<file path="src/hw/csdb_pkg.sv">
// Constants and types shared by the cycle-steal data break logic.
// Assumes a 100 MHz pclk and a 1.6 us machine cycle.
package csdb_pkg;

    localparam int CLK_PERIOD_NS = 10;
    localparam int MACHINE_CYCLE_NS = 1600;
    localparam int CYCLE_CLKS = MACHINE_CYCLE_NS / CLK_PERIOD_NS;

    // Timing pulse positions within one machine cycle, in clocks
    localparam logic [7:0] TP1_AT = 8'h28;
    localparam logic [7:0] TP2_AT = 8'h50;
    localparam logic [7:0] TP3_AT = 8'h78;
    localparam logic [7:0] TP4_AT = 8'h9F;

    // Address accepted pulse: 0.35 to 0.45 us
    localparam int ACCEPT_MIN_NS = 350;
    localparam int ACCEPT_MAX_NS = 450;
    localparam int ACCEPT_MIN_CLKS =
        (ACCEPT_MIN_NS + CLK_PERIOD_NS - 1) / CLK_PERIOD_NS;
    localparam int ACCEPT_MAX_CLKS = ACCEPT_MAX_NS / CLK_PERIOD_NS;
    localparam int ACCEPT_CLKS = (ACCEPT_MIN_CLKS + ACCEPT_MAX_CLKS) / 2;

    // Request setup the peripheral owes before timing pulse 1
    localparam int REQ_SETUP_NS = 500;
    localparam int REQ_SETUP_CLKS =
        (REQ_SETUP_NS + CLK_PERIOD_NS - 1) / CLK_PERIOD_NS;

    // Register byte offsets
    localparam logic [7:0] CTRL_OFF = 8'h00;
    localparam logic [7:0] STATUS_OFF = 8'h04;
    localparam logic [7:0] COUNT_OFF = 8'h08;
    localparam logic [7:0] REGS_OFF = 8'h0C;

    // Field positions and reset values
    localparam int CTRL_ENABLE_BIT = 0;
    localparam logic CTRL_ENABLE_RST = 1'b1;
    localparam int STATUS_SYNC_BIT = 3;
    localparam int STATUS_OVF_BIT = 4;
    localparam int STATUS_HOLD_BIT = 5;
    localparam int REGS_MB_LSB = 16;

    // Instruction register opcodes
    localparam logic [2:0] OP_AND = 3'h0;
    localparam logic [2:0] OP_TAD = 3'h1;
    localparam logic [2:0] OP_ISZ = 3'h2;
    localparam logic [2:0] OP_DCA = 3'h3;
    localparam logic [2:0] OP_JMS = 3'h4;
    localparam logic [2:0] OP_JMP = 3'h5;
    localparam logic [2:0] OP_IOT = 3'h6;
    localparam logic [2:0] OP_OPR = 3'h7;

    typedef enum logic [2:0] {
        CSDB_FETCH = 3'h0,
        CSDB_DEFER = 3'h1,
        CSDB_EXECUTE = 3'h2,
        CSDB_WORD_COUNT = 3'h3,
        CSDB_CURR_ADDR = 3'h4,
        CSDB_BREAK = 3'h5
    } csdb_state_t;

    // Program next-state request from the processor
    localparam logic [1:0] NEXT_FETCH = 2'h0;
    localparam logic [1:0] NEXT_DEFER = 2'h1;
    localparam logic [1:0] NEXT_EXECUTE = 2'h2;

endpackage

</file>
<file path="src/hw/csdb_data_break.sv">
// Major state slice, memory registers and data break channel of a
// 12-bit processor, with an APB register slave.
// Assumes the processor supplies next state and next address each cycle
// and keeps its PC, AC and IR frozen while program_hold is high.
`timescale 1ns/1ns
// Behaviour
// - Timing pulse 1 samples request into sync
// - Timing pulse 4 starts break if sync
// - Load address; word count or break state
// - Break only at instruction end
// - Strobe address, 0.4 us accepted pulse
// - Overflow low from pulse 2, one cycle
// - Buffered break low in break state
// - Outward: memory word into buffer
// - Inward: buffer from peripheral, no read
// - Break cycle rechecks sync, else fetch
// - Program registers untouched, resume via fetch
// - Break replaces fetch; steal until dropped
// - Data out active high
// - Word count: increment, flag zero, advance
// - Current pointer: maybe increment, into address
module csdb_data_break #(
    parameter int WORD_W = 12
) (
    input wire logic pclk,
    input wire logic presetn,
    input wire logic psel,
    input wire logic penable,
    input wire logic pwrite,
    input wire logic [7:0] paddr,
    input wire logic [31:0] pwdata,
    output logic [31:0] prdata,
    output logic pready,
    output logic pslverr,
    input wire logic break_request_n,
    input wire logic cycle_select,
    input wire logic transfer_direction,
    input wire logic pointer_advance_inhibit,
    input wire logic buffer_increment_n,
    input wire logic [WORD_W-1:0] address_n,
    input wire logic [WORD_W-1:0] data_in_n,
    output logic [WORD_W-1:0] data_out,
    output logic address_accepted_n,
    output logic tally_overflow_n,
    output logic buffered_break_n,
    input wire logic [2:0] instr_opcode,
    input wire logic instr_indirect,
    input wire logic [1:0] proc_next_state,
    input wire logic [WORD_W-1:0] proc_next_addr,
    output csdb_pkg::csdb_state_t major_state,
    output logic program_hold,
    output logic [WORD_W-1:0] mem_addr,
    output logic [WORD_W-1:0] mem_wdata,
    output logic mem_read,
    output logic mem_write,
    input wire logic [WORD_W-1:0] mem_rdata
);
    import csdb_pkg::*;

    if (WORD_W < 4 || WORD_W > 16) begin
        $error("WORD_W must lie between 4 and 16");
    end

    ////////////////////////////////////////////////////////////////////
    // Machine cycle timing
    logic [7:0] cyc_q;
    logic tp1;
    logic tp2;
    logic tp3;
    logic tp4;
    assign tp1 = (cyc_q == TP1_AT);
    assign tp2 = (cyc_q == TP2_AT);
    assign tp3 = (cyc_q == TP3_AT);
    assign tp4 = (cyc_q == TP4_AT);
    always_ff @(posedge pclk or negedge presetn) begin
        if (!presetn) begin
            cyc_q <= 8'h00;
        end else if (tp4) begin
            cyc_q <= 8'h00;
        end else begin
            cyc_q <= cyc_q + 8'h01;
        end
    end

    ////////////////////////////////////////////////////////////////////
    // Break synchronizer and instruction end
    csdb_state_t state_q;
    logic break_sync_flag;
    logic ctrl_enable_q;
    logic in_steal;
    logic instr_end;
    logic take_break;

    always_ff @(posedge pclk or negedge presetn) begin
        if (!presetn) begin
            break_sync_flag <= 1'b0;
        end else if (tp1) begin
            break_sync_flag <= ctrl_enable_q && !break_request_n;
        end
    end

    assign in_steal = state_q inside {CSDB_WORD_COUNT, CSDB_CURR_ADDR,
                                      CSDB_BREAK};

    always_comb begin
        instr_end = 1'b0;
        case (state_q)
            CSDB_FETCH: instr_end = (instr_opcode == OP_OPR) ||
                (instr_opcode == OP_IOT) ||
                (instr_opcode == OP_JMP && !instr_indirect);
            CSDB_DEFER: instr_end = (instr_opcode == OP_JMP);
            CSDB_EXECUTE: instr_end = (instr_opcode == OP_JMS) ||
                (instr_opcode == OP_DCA) || (instr_opcode == OP_ISZ) ||
                (instr_opcode == OP_TAD) || (instr_opcode == OP_AND);
            default: instr_end = 1'b0;
        endcase
    end

    assign take_break = tp4 && break_sync_flag &&
                        (instr_end || state_q == CSDB_BREAK);

    ////////////////////////////////////////////////////////////////////
    // Major state and memory address register
    logic [WORD_W-1:0] memory_address_register;
    logic [WORD_W-1:0] memory_buffer_register;
    csdb_state_t prog_next;

    always_comb begin
        case (proc_next_state)
            NEXT_DEFER: prog_next = CSDB_DEFER;
            NEXT_EXECUTE: prog_next = CSDB_EXECUTE;
            default: prog_next = CSDB_FETCH;
        endcase
    end

    always_ff @(posedge pclk or negedge presetn) begin
        if (!presetn) begin
            state_q <= CSDB_FETCH;
            memory_address_register <= '0;
        end else if (tp4) begin
            case (state_q)
                CSDB_WORD_COUNT: begin
                    memory_address_register <= memory_address_register + 1'b1;
                    state_q <= CSDB_CURR_ADDR;
                end
                CSDB_CURR_ADDR: begin
                    memory_address_register <= memory_buffer_register;
                    state_q <= CSDB_BREAK;
                end
                default: begin
                    if (take_break) begin
                        memory_address_register <= ~address_n;
                        state_q <= cycle_select ? CSDB_BREAK
                                                : CSDB_WORD_COUNT;
                    end else if (state_q == CSDB_BREAK) begin
                        // no new request, back to fetch
                        memory_address_register <= proc_next_addr;
                        state_q <= CSDB_FETCH;
                    end else begin
                        memory_address_register <= proc_next_addr;
                        state_q <= prog_next;
                    end
                end
            endcase
        end
    end

    ////////////////////////////////////////////////////////////////////
    // Memory buffer register and memory strobes
    logic incr_seen_q;
    logic [WORD_W-1:0] tally_next;
    logic outward;
    assign outward = !transfer_direction;
    assign tally_next = mem_rdata + 1'b1;
    // increment honoured only in outward break
    always_ff @(posedge pclk or negedge presetn) begin
        if (!presetn) begin
            incr_seen_q <= 1'b0;
        end else if (tp4) begin
            incr_seen_q <= 1'b0;
        end else if (state_q == CSDB_BREAK && outward &&
                     !buffer_increment_n) begin
            incr_seen_q <= 1'b1;
        end
    end

    always_ff @(posedge pclk or negedge presetn) begin
        if (!presetn) begin
            mem_read <= 1'b0;
        end else begin
            // no read strobe on inward transfer
            mem_read <= tp1 && in_steal &&
                        !(state_q == CSDB_BREAK && !outward);
        end
    end

    always_ff @(posedge pclk or negedge presetn) begin
        if (!presetn) begin
            memory_buffer_register <= '0;
        end else if (tp2) begin
            case (state_q)
                CSDB_WORD_COUNT: memory_buffer_register <= tally_next;
                CSDB_CURR_ADDR: memory_buffer_register <=
                    pointer_advance_inhibit ? tally_next : mem_rdata;
                CSDB_BREAK: memory_buffer_register <=
                    outward ? mem_rdata : ~data_in_n;
                default: memory_buffer_register <= memory_buffer_register;
            endcase
        end else if (tp3 && incr_seen_q) begin
            memory_buffer_register <= memory_buffer_register + 1'b1;
        end
    end

    // Write one clock after the increment so the bumped word is stored
    logic write_due_q;

    always_ff @(posedge pclk or negedge presetn) begin
        if (!presetn) begin
            write_due_q <= 1'b0;
            mem_write <= 1'b0;
            mem_wdata <= '0;
        end else begin
            write_due_q <= tp3 && in_steal;
            mem_write <= write_due_q;
            mem_wdata <= memory_buffer_register;
        end
    end

    ////////////////////////////////////////////////////////////////////
    // Peripheral indications
    logic [7:0] accept_cnt_q;
    logic [7:0] ovf_cnt_q;

    always_ff @(posedge pclk or negedge presetn) begin
        if (!presetn) begin
            accept_cnt_q <= 8'h00;
            address_accepted_n <= 1'b1;
        end else if (take_break) begin
            accept_cnt_q <= 8'(ACCEPT_CLKS - 1);
            address_accepted_n <= 1'b0;
        end else if (accept_cnt_q != 8'h00) begin
            accept_cnt_q <= accept_cnt_q - 8'h01;
        end else begin
            address_accepted_n <= 1'b1;
        end
    end

    always_ff @(posedge pclk or negedge presetn) begin
        if (!presetn) begin
            ovf_cnt_q <= 8'h00;
            tally_overflow_n <= 1'b1;
        end else if (tp2 && state_q == CSDB_WORD_COUNT &&
                     tally_next == '0) begin
            ovf_cnt_q <= 8'(CYCLE_CLKS - 1);
            tally_overflow_n <= 1'b0;
        end else if (ovf_cnt_q != 8'h00) begin
            ovf_cnt_q <= ovf_cnt_q - 8'h01;
        end else begin
            tally_overflow_n <= 1'b1;
        end
    end

    always_ff @(posedge pclk or negedge presetn) begin
        if (!presetn) begin
            buffered_break_n <= 1'b1;
            program_hold <= 1'b0;
        end else begin
            buffered_break_n <= !(state_q == CSDB_BREAK);
            program_hold <= in_steal;
        end
    end

    assign major_state = state_q;
    assign mem_addr = memory_address_register;
    assign data_out = memory_buffer_register;

    ////////////////////////////////////////////////////////////////////
    // APB slave
    logic [31:0] steal_count_q;
    logic access;
    logic wr_now;
    logic mapped;
    logic [31:0] rd_mux;

    assign access = psel && penable && !pready;
    assign wr_now = psel && penable && pready && pwrite && !pslverr;
    assign mapped = paddr inside {CTRL_OFF, STATUS_OFF, COUNT_OFF, REGS_OFF};

    always_comb begin
        rd_mux = 32'h0000_0000;
        case (paddr)
            CTRL_OFF: rd_mux[CTRL_ENABLE_BIT] = ctrl_enable_q;
            STATUS_OFF: begin
                rd_mux[2:0] = state_q;
                rd_mux[STATUS_SYNC_BIT] = break_sync_flag;
                rd_mux[STATUS_OVF_BIT] = !tally_overflow_n;
                rd_mux[STATUS_HOLD_BIT] = in_steal;
            end
            COUNT_OFF: rd_mux = steal_count_q;
            REGS_OFF: begin
                rd_mux[WORD_W-1:0] = memory_address_register;
                rd_mux[REGS_MB_LSB +: WORD_W] = memory_buffer_register;
            end
            default: rd_mux = 32'h0000_0000;
        endcase
    end

    always_ff @(posedge pclk or negedge presetn) begin
        if (!presetn) begin
            pready <= 1'b0;
            pslverr <= 1'b0;
            prdata <= 32'h0000_0000;
        end else begin
            pready <= access;
            pslverr <= access && !mapped;
            if (access) begin
                prdata <= pwrite ? 32'h0000_0000 : rd_mux;
            end
        end
    end

    always_ff @(posedge pclk or negedge presetn) begin
        if (!presetn) begin
            ctrl_enable_q <= CTRL_ENABLE_RST;
        end else if (wr_now && paddr == CTRL_OFF) begin
            ctrl_enable_q <= pwdata[CTRL_ENABLE_BIT];
        end
    end

    // A steal in the same cycle as a software clear is counted after the clear, leaving 1
    always_ff @(posedge pclk or negedge presetn) begin
        if (!presetn) begin
            steal_count_q <= 32'h0000_0000;
        end else if (tp4 && (take_break || state_q == CSDB_WORD_COUNT ||
                             state_q == CSDB_CURR_ADDR)) begin
            steal_count_q <= (wr_now && paddr == COUNT_OFF) ?
                32'h0000_0001 : steal_count_q + 32'h0000_0001;
        end else if (wr_now && paddr == COUNT_OFF) begin
            steal_count_q <= 32'h0000_0000;
        end
    end

endmodule

</file>
<file path="config.mk">
export PLATFORM = sky130hd
export DESIGN_NAME = csdb_data_break
export DESIGN_NICKNAME = d
export VERILOG_FILES = /design/src/hw/csdb_pkg.sv /design/src/hw/csdb_data_break.sv
export SDC_FILE = /design/constraint.sdc
export NUM_CORES = 1
export LEC_CHECK = 0
export BUFFER_PORTS_ARGS = -buffer_cell sky130_fd_sc_hd__buf_2
export CAP_MARGIN = 20
export CELL_PAD_IN_SITES_DETAIL_PLACEMENT = 0
export CELL_PAD_IN_SITES_GLOBAL_PLACEMENT = 2
export CORE_MARGIN = 1
export CORE_UTILIZATION = 35
export CTS_CLUSTER_DIAMETER = 150
export DETAILED_ROUTE_END_ITERATION = 10
export PLACE_DENSITY_LB_ADDON = 0.1
export SYNTH_ARGS = -nofsm -noshare
export SYNTH_HDL_FRONTEND = slang
export SYNTH_SLANG_ARGS = --single-unit
</file>
<file path="constraint.sdc">
create_clock -name pclk -period 4.45 [get_ports pclk]
set_clock_uncertainty 0.05 [all_clocks]
set_input_delay 1.335 -clock pclk [delete_from_list [all_inputs] [get_ports pclk]]
set_output_delay 1.335 -clock pclk [all_outputs]
set_load 0.05 [all_outputs]
</file>
==> results.json <==
{
  "path_cells": "buf_2 -> nand4_1 -> nor2_1 -> mux2_2 -> o32a_1 -> or4_1 -> and2_1",
  "p_leak_nw": 4.148,
  "end_kind": "register",
  "route.met2.wl_mm": 10.78,
  "min_path_type": "reg2reg",
  "startpoint_type": "input pin",
  "ys_seq_area_frac": 0.4654,
  "drc": 4,
  "worst_slack_ns": 1.249,
  "clk_pin_slew_ns": 0.07,
  "synth_seq_cells": 139,
  "clock_sinks": 139,
  "min_period_ns": 3.201,
  "worstHoldPathCells": 0,
  "clkLatencyLatePin_ns": 0.42,
  "slew_viol_final": 0,
  "via_per_inst": 5.483,
  "m1WireLength_mm": 10.78,
  "peakVddDrop_uv": 221.2,
  "cts_resized": 0,
  "rsz0062_at_grt": "no",
  "p_total_mw": 2.968,
  "cts.root.buffer_cell": "clkbuf_16",
  "fp.coreArea_um2": 21020,
  "period_share": 0.7192,
  "maxCapViolCount": 0,
  "switching_share": 0.2353,
  "start_util": 0.3561,
  "areaGrowthSynthToFinish_pct": 22.02,
  "ioPinCount": 183,
  "ys_warn_count": 0,
  "violations": "design-rule violations",
  "rows": 53,
  "die_h_um": 148.2,
  "place_hpwl_mm": 16.48,
  "p_int_mw": 2.269,
  "p_comb_frac": 0.047,
  "fin_util": 0.4344,
  "max_slew_margin": 0.4165,
  "required_ns": 4.72,
  "synth_edf_count": 0,
  "overflow": 0,
  "syn-cell-area_um2": 7485,
  "synthArstFlopShare": 1.000,
  "hold_ws_ns": 0.3069,
  "status": "finished, violations left",
  "port-buffer-count": 151,
  "maxClockFrequency_mhz": 312.4,
  "firstDrtPassIters": 8,
  "p_clk_frac": 0.524,
  "ys_top_cells_by_count": "dfrtp_1, nor2_1, nand2_1, o21ai_0, clkbuf_1",
  "r2r_cells": 6,
  "dp_slack_ns": 0.8030,
  "cts_made_buffers": 17,
  "cts_hold_buf": 0,
  "synth_top_cell_area_share": 0.4514,
  "slowest_stage": "or4_1",
  "wl_per_cell_um": 18.76,
  "synth_cell_types": 64,
  "tns_ns": 0,
  "die-area_um2": 21970,
  "grt_start_max_net_pins": 73,
  "synth_area_leader_cell": "dfrtp_1",
  "cp_top_family": "simple AND/OR/NAND/NOR gates",
  "switchingPower_uw": 698.4,
  "syn_avg_cell_area_um2": 9.195,
  "fill_cells": 2116,
  "antenna_found_initial": 4,
  "hold_viol": 0,
  "clockBufferDepth": 2,
  "grt_pass1_vias": 6515,
  "top_layer": "met5",
  "wl_mm": 23.13,
  "drive_gt1_frac": 0.2238,
  "cts_setup_buffers": 0,
  "track_usage": 0.2150,
  "drt_iter0_drc": 400,
  "die-width_um": 148.2,
  "grt_pass1_wl_mm": 36.49,
  "dr_wl_met3_mm": 1.296,
  "setup_violations": 0,
  "path_max_fanout": 9,
  "netlist_instances": 814,
  "worstMarginPinSlew_ns": 0.8720,
  "powerDensity_nw_per_um2": 324.9,
  "antenna_left": 0,
  "h-tree-depth": 4,
  "nNetsFinal": 1058,
  "cts_tree": "yes",
  "path_class": "in2reg",
  "arrival_ns": 3.47,
  "synth_nets": 929,
  "vias": 6761,
  "critical_path.max_stage_delay_ns": 0.66,
  "yosysMostFrequentCell": "dfrtp_1",
  "place_congestion": 0.9004,
  "netlist_top_cells_area": "dfrtp_1, xnor2_1, o21ai_0",
  "synth_flop_cell": "dfrtp_1",
  "critical_path_depth": 7,
  "ff2ff_setup_slack_ns": 1.46,
  "path_buf_inv": 1,
  "power_frac_seq": 0.428
}
layer usage:
metal | global-route usage | vias up
li1 | - | 3225
met1 | 0.2983 | 3310
met2 | 0.3392 | 194
met3 | 0.03834 | 28
met4 | 0.06907 | 4
met5 | 0 | -
kinds of logic (layout without fill, tap and decap cells):
kind of cell,after synthesis,in the layout,share of synthesized area
xor gates and xnor gates,47,47,0.05500
buffers and inverters,88,230,0.04647
other,0,2,0
DFF,139,139,0.4654
adders and majority gates,11,11,0.01839
and+or+nand+nor,323,323,0.2227
AOI/OAI and AO/OA,194,194,0.1732
muxes,12,12,0.01889
layout by cell type (no fill, tap or decap), types with 12 or more instances in the layout:
cell	instances
a21oi_1	39
a222oi_1	18
a22o_1	12
and3_1	18
buf_2	150
clkbuf_16	17
dfrtp_1	135
inv_1	37
nand2_1	71
nand3_1	36
nand4_1	17
nor2_1	78
nor3_1	18
nor4_1	17
o21ai_0	61
xnor2_1	35
xor2_1	12
sequential cells by signal, indices dropped and copies added, names as in the netlist, 3 cells and up:
register and count:
major_state 3, prdata 32, steal_count_q 32, accept_cnt_q 8
cyc_q 8, ovf_cnt_q 8, data_out 12, mem_wdata 12
mem_addr 12
power groups by stage:
| stage | Combinational, mW | Clock, mW | Sequential [mW] |
|---|---|---|---|
| 6_report | 0.141 | 1.56 | 1.27 |
| 5_1_grt | 0.157 | 1.65 | 1.27 |
| 4_1_cts | 0.143 | 1.60 | 1.27 |
| 3_5_place_dp | 0.142 | 0 | 1.29 |
| 3_3_place_gp | 0.141 | 0 | 1.29 |
| 2_1_floorplan | 0.0464 | 0 | 1.31 |
metrics by stage:
step / cell area (um^2) / instances
finish: 9133 / 1233
floorplan: 7485 / 814
global placement: 8491 / 1199
global route: 9130 / 1232
detailed placement: 8491 / 1199
CTS: 9128 / 1231
area by class of cell:
cell class | instances | area, um^2 | area share
diodes | 2 | 5.005 | 0.0005480
flip-flops and latches | 139 | 3483 | 0.3814
multi-input cells | 587 | 3675 | 0.4024
repair buffers | 161 | 849.6 | 0.09303
inverters | 37 | 138.9 | 0.01521
clock buffers | 18 | 429.2 | 0.04699
clock inverters | 14 | 207.7 | 0.02274
well taps | 275 | 344.1 | 0.03768
worst register-to-register path: stages, from the launching register on:
cell	delay, ns
dfrtp_1	0.41
ha_1	0.26
nand4_2	0.17
or4b_4	0.73
or3_1	0.62
or4_1	0.51
a21oi_1	0.16
final timing paths:
check,startpoint,to
worst max-delay path,mem_rdata[3],ovf_cnt_q[6]
max in group asynchronous,presetn,tally_overflow_n
worst min register to register,write_due_q,mem_write
min in group asynchronous,presetn,accept_cnt_q[7]
worst max register to register,cyc_q[0],steal_count_q[12]
worst min-delay path,write_due_q,mem_write
No activity file was read; power rests on OpenSTA's default activity.
